**src/cfo_regs.svh**
```systemverilog
// constants for the configuration forwarding and ordering block
// Behaviour
// - forward in-range primary Type 1 downstream unchanged
// - downstream range: above secondary, up to subordinate
// - upstream forwards Type 1 writes, ignores reads
// - config forwarding is delayed (PCI) or split (PCI-X)
// - special cycle needs 01b, 11111b, 111b, register
// - special bus number: secondary down, primary up
// - special replaces command, data carries message
// - special completes originator after target master abort
// - special cycles addressed to us are ignored
// - retried requests may complete in any order
// - no ordering between the two directions
// - posted write acceptance never waits on mastering
// - posted writes accepted whatever delayed progress is
// - PCI passing table for posted and delayed
// - PCI-X passing table for memory and split
// - relaxed ordering lets read completions pass writes
// - same sequence split completions stay address ordered
// - bus field 23:16; secondary match means Type 0
`ifndef CFO_REGS_SVH
`define CFO_REGS_SVH
// ==========================================================
// register offsets (byte addresses, low address bits decoded)
`define CFO_OFS_BUSNUM  8'h00
`define CFO_OFS_CTRL    8'h04
`define CFO_OFS_STATUS  8'h08
// ==========================================================
// field positions and reset values
`define CFO_F_PRI       7:0
`define CFO_F_SEC       15:8
`define CFO_F_SUB       23:16
`define CFO_F_PCIX_P    0
`define CFO_F_PCIX_S    1
`define CFO_F_RELAX     3:2
`define CFO_F_SPECREG   13:8
`define CFO_MASK_BUSNUM 32'h00FF_FFFF
`define CFO_MASK_CTRL   32'h0000_3F0F
`define CFO_RST_BUSNUM  32'h0000_0000
`define CFO_RST_CTRL    32'h0000_0000
// ==========================================================
// address and command encodings
`define CFO_F_BUS       23:16
`define CFO_F_DEV       15:11
`define CFO_F_FUNC      10:8
`define CFO_F_REG       7:2
`define CFO_TYPE1       2'h1
`define CFO_DEV_ALL     5'h1F
`define CFO_FUNC_ALL    3'h7
`define CFO_CMD_SPECIAL 4'h1
`define CFO_CMD_CFG_RD  4'hA
`define CFO_CMD_CFG_WR  4'hB
// ==========================================================
// ordering slots per direction and stored payload width
`define CFO_SLOTS       4
`define CFO_PAY_W       69
`endif

```
**src/cfo_pkg.sv**
```systemverilog
// types shared by the configuration forwarding and ordering block
package cfo_pkg;
    // ==========================================================
    // transaction classes that the ordering tables compare
    typedef enum logic [2:0] {
        CFO_PW  = 3'h0,   // posted / memory write
        CFO_DRR = 3'h1,   // delayed or split read request
        CFO_DWR = 3'h2,   // delayed or split write request
        CFO_DRC = 3'h3,   // read completion
        CFO_DWC = 3'h4    // write completion
    } cfo_cls_t;
endpackage

```
**src/cfo_cfg_dec.sv**
```systemverilog
// address phase decoder for Type 1 configuration and special cycles
`include "cfo_regs.svh"
module cfo_cfg_dec (
    input  wire logic        up,
    input  wire logic [31:0] addr,
    input  wire logic [3:0]  cmd,
    input  wire logic [7:0]  pri_bus,
    input  wire logic [7:0]  sec_bus,
    input  wire logic [7:0]  sub_bus,
    input  wire logic [5:0]  spec_reg,
    output logic             is_cfg,
    output logic             claim,
    output logic             to_type0,
    output logic             special
);
    logic [7:0] bus;     // target bus number
    logic       t1;      // Type 1 format
    logic       rd;      // configuration read
    logic       wr;      // configuration write
    logic       sfld;    // special cycle address fields
    logic       fwd;     // plain Type 1 forward
    logic       inrng;   // bus lies behind the secondary side
    // ==========================================================
    // field decode, pure combinational
    always_comb begin
        bus   = addr[`CFO_F_BUS];
        t1    = addr[1:0] == `CFO_TYPE1;
        rd    = cmd == `CFO_CMD_CFG_RD;
        wr    = cmd == `CFO_CMD_CFG_WR;
        inrng = (bus > sec_bus) && (bus <= sub_bus);
        sfld  = t1 && wr && (addr[`CFO_F_DEV] == `CFO_DEV_ALL)
              && (addr[`CFO_F_FUNC] == `CFO_FUNC_ALL)
              && (addr[`CFO_F_REG] == spec_reg);
        if (!up) begin
            // downstream: special on the secondary bus number
            special  = sfld && (bus == sec_bus);
            to_type0 = t1 && (rd || wr) && (bus == sec_bus) && !special;
            fwd      = t1 && (rd || wr) && inrng;
        end else begin
            // upstream: only writes, reads never claimed
            special  = sfld && (bus == pri_bus);
            to_type0 = 1'b0;
            fwd      = t1 && wr && !inrng && (bus != sec_bus)
                     && (bus != pri_bus);
        end
        is_cfg = rd || wr;
        claim  = fwd || special;
    end
endmodule // cfo_cfg_dec

```
**src/cfo_slot_mem.sv**
```systemverilog
// payload store for the ordering slots, registered read port
`include "cfo_regs.svh"
module cfo_slot_mem (
    input  wire logic                   clk,
    input  wire logic                   rst,
    input  wire logic                   we,
    input  wire logic [1:0]             waddr,
    input  wire logic [`CFO_PAY_W-1:0]  wdata,
    input  wire logic                   re,
    input  wire logic [1:0]             raddr,
    output logic      [`CFO_PAY_W-1:0]  rdata
);
    typedef struct packed {
        logic [`CFO_SLOTS-1:0][`CFO_PAY_W-1:0] mem;  // slot payloads
        logic [`CFO_PAY_W-1:0]                 rd;   // read register
    } cfo_mem_st_t;
    cfo_mem_st_t s_r;   // present state
    cfo_mem_st_t s_nxt; // next state
    // ==========================================================
    // write and read; a read of a slot written in the same cycle
    // returns the old payload, which the caller never needs
    always_comb begin
        s_nxt = s_r;
        if (we) begin
            s_nxt.mem[waddr] = wdata;
        end
        if (re) begin
            s_nxt.rd = s_r.mem[raddr];
        end
    end
    // ==========================================================
    // only the read register needs a defined reset value
    always_ff @(posedge clk) begin
        s_r <= s_nxt;
        if (rst) begin
            s_r.rd <= '0;
        end
    end
    assign rdata = s_r.rd;
endmodule // cfo_slot_mem

```
**src/cfo_fwd_top.sv**
```systemverilog
// configuration forwarding and transaction ordering core with AHB-Lite registers
`include "cfo_regs.svh"
module cfo_fwd_top (
    input  wire logic        CLK_SYS,
    input  wire logic        RST,
    // ahb-lite register slave
    input  wire logic        HSEL,
    input  wire logic [31:0] HADDR,
    input  wire logic [1:0]  HTRANS,
    input  wire logic        HWRITE,
    input  wire logic [2:0]  HSIZE,
    input  wire logic [31:0] HWDATA,
    input  wire logic        HREADY,
    output logic      [31:0] HRDATA,
    output logic             HREADYOUT,
    output logic             HRESP,
    // downstream: taken on the primary side
    input  wire logic        D_IN_VALID,
    input  wire logic [3:0]  PRIMARY_COMMAND_BYTE_ENABLES,
    input  wire logic [31:0] D_IN_ADDR,
    input  wire logic [31:0] D_IN_DATA,
    input  wire logic [2:0]  D_IN_CLASS,
    input  wire logic [4:0]  D_IN_SEQ,
    input  wire logic        D_IN_RO,
    output logic             D_IN_READY,
    output logic             D_IN_CLAIM,
    output logic             D_IN_TYPE0,
    output logic             D_OUT_VALID,
    input  wire logic        D_OUT_READY,
    output logic      [3:0]  D_OUT_CMD,
    output logic      [31:0] D_OUT_ADDR,
    output logic      [31:0] D_OUT_DATA,
    output logic      [2:0]  D_OUT_CLASS,
    output logic             D_OUT_SPLIT,
    input  wire logic        D_MABORT,
    output logic             D_CPL_RETRY,
    output logic             D_CPL_MSG,
    // upstream: taken on the secondary side
    input  wire logic        U_IN_VALID,
    input  wire logic [3:0]  SECONDARY_COMMAND_BYTE_ENABLES,
    input  wire logic [31:0] U_IN_ADDR,
    input  wire logic [31:0] U_IN_DATA,
    input  wire logic [2:0]  U_IN_CLASS,
    input  wire logic [4:0]  U_IN_SEQ,
    input  wire logic        U_IN_RO,
    output logic             U_IN_READY,
    output logic             U_IN_CLAIM,
    output logic             U_OUT_VALID,
    input  wire logic        U_OUT_READY,
    output logic      [3:0]  U_OUT_CMD,
    output logic      [31:0] U_OUT_ADDR,
    output logic      [31:0] U_OUT_DATA,
    output logic      [2:0]  U_OUT_CLASS,
    output logic             U_OUT_SPLIT,
    input  wire logic        U_MABORT,
    output logic             U_CPL_RETRY,
    output logic             U_CPL_MSG
);
    localparam int NS = `CFO_SLOTS;
    // ==========================================================
    // whole state of the block, except the slot payloads held in cfo_slot_mem, in one record
    typedef struct packed {
        logic [31:0]                busnum;  // bus number register
        logic [31:0]                ctrl;    // control register
        logic                       wpend;   // write data phase pending
        logic [7:0]                 waddr;   // its offset
        logic [31:0]                rdata;   // read data for data phase
        logic [1:0][NS-1:0]         vld;     // slot occupied
        logic [1:0][NS-1:0][2:0]    cls;     // slot class
        logic [1:0][NS-1:0][4:0]    seq;     // sequence id
        logic [1:0][NS-1:0]         ro;      // relaxed ordering attribute
        logic [1:0][NS-1:0][7:0]    alow;    // low address for completions
        logic [1:0][NS-1:0][NS-1:0] older;   // older[i][j]: j came before i
        logic [1:0]                 ovld;    // output stage holds a request
        logic [1:0][2:0]            ocls;    // class of the output request
        logic [1:0]                 spend;   // special cycle awaiting abort
        logic [1:0]                 cpl;     // completion pulse to originator
    } cfo_st_t;
    cfo_st_t s_r;   // present state
    cfo_st_t s_nxt; // next state
    // ==========================================================
    // per direction views of the ports, index 0 down, 1 up
    logic [1:0]       in_vld;     // request offered
    logic [1:0][3:0]  in_cmd;     // its bus command
    logic [1:0][31:0] in_addr;    // its address
    logic [1:0][31:0] in_data;    // its data
    logic [1:0][2:0]  in_cls;     // class for non-configuration traffic
    logic [1:0][4:0]  in_seq;     // sequence id
    logic [1:0]       in_ro;      // relaxed ordering attribute
    logic [1:0]       out_rdy;    // target side accepts
    logic [1:0]       mabort;     // target bus master abort
    logic [1:0]       dec_cfg;    // decoder: configuration command
    logic [1:0]       dec_claim;  // decoder: forward or special
    logic [1:0]       dec_t0;     // decoder: Type 0 conversion case
    logic [1:0]       dec_spec;   // decoder: special cycle
    logic [1:0]       claim;      // request will be stored
    logic [1:0]       rdy;        // a slot is available for it
    logic [1:0]       mwe;        // payload write
    logic [1:0][1:0]  mwa;        // payload write slot
    logic [1:0][1:0]  mra;        // payload read slot
    logic [1:0]       mre;        // payload read, the launch
    logic [1:0][`CFO_PAY_W-1:0] mwd;  // payload written
    logic [1:0][`CFO_PAY_W-1:0] mrd;  // payload of the output request
    logic [1:0]       split;      // initiating bus runs PCI-X
    logic             ahb_take;   // address phase taken
    assign in_vld  = {U_IN_VALID, D_IN_VALID};
    assign in_cmd  = {SECONDARY_COMMAND_BYTE_ENABLES, PRIMARY_COMMAND_BYTE_ENABLES};
    assign in_addr = {U_IN_ADDR, D_IN_ADDR};
    assign in_data = {U_IN_DATA, D_IN_DATA};
    assign in_cls  = {U_IN_CLASS, D_IN_CLASS};
    assign in_seq  = {U_IN_SEQ, D_IN_SEQ};
    assign in_ro   = {U_IN_RO, D_IN_RO};
    assign out_rdy = {U_OUT_READY, D_OUT_READY};
    assign mabort  = {U_MABORT, D_MABORT};
    // delayed in PCI, split in PCI-X, by the initiating bus
    assign split   = {s_r.ctrl[`CFO_F_PCIX_S], s_r.ctrl[`CFO_F_PCIX_P]};
    // ==========================================================
    // lowest set bit of a slot mask; used for free and eligible
    function automatic logic [2:0] cfo_first(input logic [NS-1:0] m);
        logic [2:0] r;
        r = 3'h0;
        for (int i = NS - 1; i >= 0; i--) begin
            if (m[i]) begin
                r = {1'b1, 2'(i)};
            end
        end
        return r;
    endfunction
    // ==========================================================
    // may a later entry pass an earlier one in the same direction
    function automatic logic cfo_pass(input logic [2:0] lc, input logic [2:0] ec,
                                      input logic rlx, input logic sseq_low);
        logic r;
        r = 1'b1;
        if (ec == cfo_pkg::CFO_PW) begin
            r = (lc == cfo_pkg::CFO_DRC) && rlx;
        end else if (lc == cfo_pkg::CFO_DWR && ec == cfo_pkg::CFO_DWR) begin
            r = 1'b0;
        end else if (lc == cfo_pkg::CFO_DWC && ec == cfo_pkg::CFO_DWC) begin
            r = 1'b0;
        end else if (lc == cfo_pkg::CFO_DRC && ec == cfo_pkg::CFO_DRC && sseq_low) begin
            r = 1'b0;
        end
        return r;
    endfunction
    // ==========================================================
    // decoders and payload stores, one pair per direction; the two
    // directions share nothing, so neither waits on the other
    for (genvar d = 0; d < 2; d++) begin : g_dir
        cfo_cfg_dec u_dec (
            .up       (d == 1),
            .addr     (in_addr[d]),
            .cmd      (in_cmd[d]),
            .pri_bus  (s_r.busnum[`CFO_F_PRI]),
            .sec_bus  (s_r.busnum[`CFO_F_SEC]),
            .sub_bus  (s_r.busnum[`CFO_F_SUB]),
            .spec_reg (s_r.ctrl[`CFO_F_SPECREG]),
            .is_cfg   (dec_cfg[d]),
            .claim    (dec_claim[d]),
            .to_type0 (dec_t0[d]),
            .special  (dec_spec[d])
        );
        cfo_slot_mem u_mem (
            .clk   (CLK_SYS),
            .rst   (RST),
            .we    (mwe[d]),
            .waddr (mwa[d]),
            .wdata (mwd[d]),
            .re    (mre[d]),
            .raddr (mra[d]),
            .rdata (mrd[d])
        );
    end
    // ==========================================================
    // next state: register bus, slot admission, ordering, launch
    always_comb begin
        logic [NS-1:0]  elig;     // slot may launch now
        logic [NS-1:0]  lmask;    // slot launching this cycle
        logic [2:0]     fre;      // first free slot
        logic [2:0]     sel;      // first eligible slot
        logic [2:0]     nfree;    // number of free slots
        logic           posted;   // incoming is a posted write
        logic           rlx;      // relaxed ordering in force
        logic           sseq;     // same sequence, earlier address lower
        logic [2:0]     c_in;     // class of the incoming request
        logic           outfire;  // output handshake
        elig = '0; lmask = '0; fre = 3'h0; sel = 3'h0; nfree = 3'h0;
        posted = 1'b0; rlx = 1'b0; sseq = 1'b0; c_in = 3'h0;
        outfire = 1'b0;
        s_nxt = s_r;
        claim = '0; rdy = '0; mwe = '0; mwa = '0; mra = '0; mre = '0; mwd = '0;
        ahb_take = HSEL && HTRANS[1] && HREADY;
        // register writes land in the data phase
        if (s_r.wpend) begin
            if (s_r.waddr == `CFO_OFS_BUSNUM) begin
                s_nxt.busnum = HWDATA & `CFO_MASK_BUSNUM;
            end else if (s_r.waddr == `CFO_OFS_CTRL) begin
                s_nxt.ctrl = HWDATA & `CFO_MASK_CTRL;
            end
        end
        s_nxt.wpend = ahb_take && HWRITE;
        if (ahb_take) begin
            s_nxt.waddr = HADDR[7:0];
        end
        // read data from the updated registers, so a write just before
        // a read of the same register is seen; unmapped reads give zero
        if (ahb_take && !HWRITE) begin
            case (HADDR[7:0])
                `CFO_OFS_BUSNUM: s_nxt.rdata = s_nxt.busnum;
                `CFO_OFS_CTRL:   s_nxt.rdata = s_nxt.ctrl;
                `CFO_OFS_STATUS: s_nxt.rdata = {20'h0_0000, s_r.ovld, s_r.spend,
                                                s_r.vld[1], s_r.vld[0]};
                default:         s_nxt.rdata = 32'h0000_0000;
            endcase
        end
        for (int d = 0; d < 2; d++) begin
            // eligibility: checked against every older entry still held;
            // retried requests of free classes launch in any order
            for (int i = 0; i < NS; i++) begin
                elig[i] = s_r.vld[d][i];
                for (int j = 0; j < NS; j++) begin
                    rlx  = (s_r.ctrl[`CFO_F_PCIX_P] ^ s_r.ctrl[`CFO_F_PCIX_S])
                         ? s_r.ctrl[2 + d] : s_r.ro[d][i];
                    sseq = split[d] && (s_r.seq[d][j] == s_r.seq[d][i])
                         && (s_r.alow[d][j] < s_r.alow[d][i]);
                    if (s_r.vld[d][j] && s_r.older[d][i][j]
                        && !cfo_pass(s_r.cls[d][i], s_r.cls[d][j], rlx, sseq)) begin
                        elig[i] = 1'b0;
                    end
                end
            end
            sel     = cfo_first(elig);
            outfire = s_r.ovld[d] && out_rdy[d];
            lmask   = '0;
            if (sel[2] && (!s_r.ovld[d] || out_rdy[d])) begin
                lmask[sel[1:0]]         = 1'b1;
                mre[d]                  = 1'b1;
                mra[d]                  = sel[1:0];
                s_nxt.ovld[d]           = 1'b1;
                s_nxt.ocls[d]           = s_r.cls[d][sel[1:0]];
                s_nxt.vld[d][sel[1:0]]  = 1'b0;
            end else if (outfire) begin
                s_nxt.ovld[d] = 1'b0;
            end
            for (int i = 0; i < NS; i++) begin
                s_nxt.older[d][i] = s_r.older[d][i] & ~lmask;
            end
            // special cycle taken by the target: wait for the master abort, then
            // complete the originator; a special newly taken by the target wins over the abort
            s_nxt.cpl[d]   = s_r.spend[d] && mabort[d];
            s_nxt.spend[d] = (s_r.spend[d] && !mabort[d])
                           || (outfire && mrd[d][`CFO_PAY_W-1]);
            // admission of the incoming request
            c_in = in_cls[d];
            if (dec_cfg[d]) begin
                c_in = (in_cmd[d] == `CFO_CMD_CFG_WR) ? cfo_pkg::CFO_DWR
                     : cfo_pkg::CFO_DRR;
            end
            claim[d] = dec_cfg[d] ? dec_claim[d]
                     : (in_cmd[d] != `CFO_CMD_SPECIAL);
            posted = c_in == cfo_pkg::CFO_PW;
            nfree  = 3'h0;
            for (int i = 0; i < NS; i++) begin
                nfree = nfree + {2'h0, !s_r.vld[d][i]};
            end
            fre = cfo_first(~s_r.vld[d]);
            // one slot stays reserved for posted writes, so a queue full of
            // non-posted work can never hold a posted write off
            rdy[d] = !claim[d] || (posted ? fre[2] : (nfree > 3'h1));
            if (in_vld[d] && claim[d] && rdy[d]) begin
                mwe[d]                      = 1'b1;
                mwa[d]                      = fre[1:0];
                mwd[d]                      = {dec_cfg[d] && dec_spec[d],
                                               dec_spec[d] ? `CFO_CMD_SPECIAL
                                                           : in_cmd[d],
                                               in_addr[d], in_data[d]};
                s_nxt.vld[d][fre[1:0]]      = 1'b1;
                s_nxt.cls[d][fre[1:0]]      = c_in;
                s_nxt.seq[d][fre[1:0]]      = in_seq[d];
                s_nxt.ro[d][fre[1:0]]       = in_ro[d];
                s_nxt.alow[d][fre[1:0]]     = in_addr[d][7:0];
                s_nxt.older[d][fre[1:0]]    = s_r.vld[d] & ~lmask;
            end
        end
    end
    // ==========================================================
    // the single state register
    always_ff @(posedge CLK_SYS) begin
        if (RST) begin
            s_r        <= '0;
            s_r.busnum <= `CFO_RST_BUSNUM;
            s_r.ctrl   <= `CFO_RST_CTRL;
        end else begin
            s_r <= s_nxt;
        end
    end
    // ==========================================================
    // outputs; zero wait state slave, always OKAY
    assign HRDATA      = s_r.rdata;
    assign HREADYOUT   = 1'b1;
    assign HRESP       = 1'b0;
    assign D_IN_READY  = rdy[0];
    assign U_IN_READY  = rdy[1];
    assign D_IN_CLAIM  = D_IN_VALID && claim[0];
    assign U_IN_CLAIM  = U_IN_VALID && claim[1];
    assign D_IN_TYPE0  = D_IN_VALID && dec_t0[0];
    assign D_OUT_VALID = s_r.ovld[0];
    assign U_OUT_VALID = s_r.ovld[1];
    assign D_OUT_CMD   = mrd[0][67:64];
    assign U_OUT_CMD   = mrd[1][67:64];
    assign D_OUT_ADDR  = mrd[0][63:32];
    assign U_OUT_ADDR  = mrd[1][63:32];
    assign D_OUT_DATA  = mrd[0][31:0];
    assign U_OUT_DATA  = mrd[1][31:0];
    assign D_OUT_CLASS = s_r.ocls[0];
    assign U_OUT_CLASS = s_r.ocls[1];
    assign D_OUT_SPLIT = split[0];
    assign U_OUT_SPLIT = split[1];
    assign D_CPL_RETRY = s_r.cpl[0] && !split[0];
    assign D_CPL_MSG   = s_r.cpl[0] && split[0];
    assign U_CPL_RETRY = s_r.cpl[1] && !split[1];
    assign U_CPL_MSG   = s_r.cpl[1] && split[1];
endmodule // cfo_fwd_top

```
**config.mk**
```make
export PLATFORM = sky130hd
export DESIGN_NAME = cfo_fwd_top
export DESIGN_NICKNAME = d
export VERILOG_FILES = /design/src/cfo_pkg.sv /design/src/cfo_cfg_dec.sv /design/src/cfo_slot_mem.sv /design/src/cfo_fwd_top.sv
export VERILOG_INCLUDE_DIRS = /design/src
export SDC_FILE = /design/constraint.sdc
export NUM_CORES = 2
export LEC_CHECK = 0
export BUFFER_PORTS_ARGS = -buffer_cell sky130_fd_sc_hd__buf_4
export CORE_MARGIN = 1.5
export CORE_UTILIZATION = 60
export DETAILED_ROUTE_END_ITERATION = 12
export PLACE_DENSITY = 0.81
export SYNTH_ARGS = -nofsm -noshare
export SYNTH_HDL_FRONTEND = slang
export SYNTH_SLANG_ARGS = --single-unit
```
**constraint.sdc**
```tcl
create_clock -name CLK_SYS -period 9.27 [get_ports CLK_SYS]
set_input_delay 0.927 -clock CLK_SYS [delete_from_list [all_inputs] [get_ports CLK_SYS]]
set_output_delay 0.927 -clock CLK_SYS [all_outputs]
set_load 0.02 [all_outputs]
```
==> run_results.csv <==
group,metric,value,unit
status,status,"complete, no violations",
final_layout,area_delta_synth_final,12.9,%
clocking,clk_pin_slew,0.06,ns
yosys,yosysWarnings,0,
grt,grt_pass1_vias,29800,
yosys,synth_cell_types,84,
worst_setup_path,reg2reg_slack,3.81,ns
routing,wl,116000,um
yosys,synth-edff-count,552,
die,coreArea,0.0717,mm2
worst_setup_path,r2r-start,"s_r[175]",
yosys,dominantRegCellSynth,"edfxtp_1",
clocking,htree_levels,3,
final_layout,fin_util,68.6,%
final_layout,drive_gt1_share,17.6,%
worst_setup_path,ff2ff_path_depth,11,
final_layout,final_common_cell,"edfxtp_1",
worst_setup_path,cp_max_fo,40,
die,io_pins,423,
sta,grt_setup_unrepaired,"no",
clocking,cts_root_buffer,"clkbuf_16",
routing,drtIter0Drc,3132,
pwr,powerDensity,206,mW/mm2
die,fp.dieH,272,um
placed_design,place_hpwl,72700,um
final_layout,final_cells,4934,
sta,slew_headroom,19.8,%
worst_setup_path,startpoint,"s_r[175]",
pwr,static-leakage-power,18.5,nW
worst_setup_path,endpoint_kind,"register",
worst_setup_path,critPathSlowestCell,"a31o_2",
grt,antenna_found_initial,12,
sta,fmax,0.183,GHz
sta,tightest_slew,1.20,ns
routing,drc,0,
routing,first_pass_iters,6,
worst_setup_path,cp.depth,11,
grt,grt-ovfl-total,0,
pwr,vdd_drop_max,0.162,mV
job,drv_cap,0,
placed_design,port_buffers,384,
placed_design,place_inst,4742,
worst_setup_path,cp.arrival,6.05,ns
final_layout,layout_common_cells,"edfxtp_1, dfxtp_1, buf_4",
worst_setup_path,regToRegEndpoint,"g_dir[1].u_mem.rdata[39]",
yosys,ys_ff_latch,983,
yosys,async_reset_ff_share,0,%
clocking,clkLatencyLatePin,0.66,ns
grt,grtUsageTotal,30.7,%
clocking,cts_tree,"done",
clocking,post_cts_buffers,0,
yosys,syn_area,0.0436,mm2
clocking,postCtsResizedCells,0,
worst_setup_path,start_kind,"register",
worst_setup_path,cp_data_required_time,9.85,ns
yosys,ys_seq_area_share,57.8,%
final_layout,nFillCells,5139,
hold_path,hp-class,"register to register",
die,start_util,60.7,%
yosys,syn_inst,3773,
clocking,cts_buffer_depth,3,
worst_setup_path,critPathMaxStageDelay,0.82,ns
die,dieArea,0.0742,mm2
die,die-width,272,um
grt,grt_pass1_wl,176000,um
yosys,synth.net_count,4137,
die,row_count,98,
routing,vias,30600,
yosys,syn_avg_cell_area,11.5,um2
clocking,tritoncts.num_buffers,98,
placed_design,routabilityCongestion,0.928,
sta,slew_violations,0,
worst_setup_path,cp_top_family,"compound AO/OA/AOI/OAI gates",
clocking,cts_sinks,983,
sta,fin_skew,0.0222,ns
hold_path,hold_depth,2,
sta,setup_violations,0,
sta,hold_viol_final,0,
final_layout,nets,4256,
routing,wire_per_inst,23.6,um
hold_path,min_from,"g_dir[0].u_mem.rdata[38]",
sta,tns,0,ns
sta,fin_crit,5.46,ns
grt,grt_max_degree,89,
worst_setup_path,path_cells,"nand3b_1 -> nand2b_1 -> nor4_1 -> o221ai_1 -> a221oi_1 -> a211o_1 -> and2_1 -> a31o_2 -> buf_4 -> nand2_1 -> o211ai_2",
routing,detail-route-antenna-nets,0,
final_layout,multiInputGateArea,0.0156,mm2
worst_setup_path,critPathBufInv,1,
sta,fin_crit_sh,59.0,%
hold_path,holdPathEnd,"g_dir[0].u_mem.rdata[38]",
clocking,holdBufCountCts,0,
routing,via_per_inst,6.20,
final_layout,regArea,0.0252,mm2
worst_setup_path,critPathKind,"register to register",
[power breakdown]
group / switching [mW] / internal, mW
Combinational: 0.686 / 0.400
Sequential: 0.110 / 4.80
Clock: 1.73 / 2.39
Total: 2.52 / 7.59
[synth_stat cells, types with 57 or more instances]
| cell type | n | area share, % |
|---|---|---|
| a21oi_1 | 115 | 1.3 |
| ha_1 | 128 | 3.7 |
| nand3_1 | 57 | 0.65 |
| buf_4 | 182 | 3.1 |
| clkbuf_1 | 183 | 1.6 |
| o21ai_0 | 64 | 0.74 |
| nand2_1 | 223 | 1.9 |
| mux2i_1 | 222 | 5.1 |
| inv_1 | 159 | 1.4 |
| dfxtp_1 | 431 | 20 |
| o22ai_1 | 73 | 1.0 |
| nor2_1 | 303 | 2.6 |
| edfxtp_1 | 552 | 38 |
| and2_1 | 138 | 2.0 |
| nor3_1 | 80 | 0.92 |
[area by class of cell]
type | instances | area share, %
clock inverter | 64 | 1.52
antenna | 7 | 0.0356
sequential | 983 | 51.2
clock buffer | 121 | 5.32
multi-input combinational | 2219 | 31.7
inverter | 159 | 1.22
tap | 950 | 2.42
timing repair buffer | 431 | 6.59
[kinds of logic (layout without fill, tap and decap cells)]
group / count (synthesis) / count (layout) / share of synthesized area, %
simple gates: 1066 / 1066 / 12.5
xor+xnor: 81 / 81 / 1.65
compound gates: 714 / 714 / 12.4
flops: 983 / 983 / 57.8
mux: 226 / 226 / 5.20
other cells: 2 / 9 / 0.0172
buf+inv: 571 / 775 / 6.65
fa+ha+maj: 130 / 130 / 3.77
[stage by stage]
step | power, mW | cell area [um2] | worst slack, ns | hold WS, ns
6_report | 10.1 | 49200 | 3.81 | 0.456
5_1_grt | 10.4 | 49200 | 3.67 | 0.475
4_1_cts | 10.1 | 49200 | 3.99 | 0.457
3_5_place_dp | 6.07 | 45800 | 3.42 | 0.448
3_3_place_gp | 6.04 | 45800 | 3.46 | 0.438
2_1_floorplan | 5.71 | 43600 | 3.74 | 0.425
[worst reg2reg max path, cell delays in order (launching register included)]
cell and delay, ns:
dfxtp_1 0.78, nand3b_1 0.26, nand2b_1 0.22, nor4_1 0.60, o221ai_1 0.33, a221oi_1 0.36, a211o_1 0.78, and2_1 0.37
a31o_2 0.82, buf_4 0.62, nand2_1 0.18, o211ai_2 0.08
[routing by layer]
metal / up-vias / GRT usage [%] / part of all wire [%]
met5: - / 0 / 0.053
met4: 8 / 13.5 / 4.5
met3: 263 / 5.44 / 8.1
met2: 1378 / 47.5 / 46
met1: 15000 / 42.6 / 41
li1: 13900 / - / -
[how the worst max path moves through the flow]
| stage | end | slack (ns) |
|---|---|---|
| 2_1_floorplan | s_r[149] | 3.74 |
| 3_3_place_gp | s_r[101] | 3.46 |
| 3_5_place_dp | s_r[101] | 3.42 |
| 4_1_cts | g_dir[1].u_mem.rdata[9] | 3.99 |
| 5_1_grt | g_dir[1].u_mem.rdata[19] | 3.67 |
| 6_report | g_dir[1].u_mem.rdata[39] | 3.81 |
[registers in the layout, summed over array words and instances, names as in the netlist, 3 cells and up]
name	cells
g_dir.u_mem.s_r	552
s_r	251
U_OUT_CLASS	3
g_dir.u_mem.rdata	138
HRDATA	32
D_OUT_CLASS	3
No activity file was read; power rests on OpenSTA's default activity.
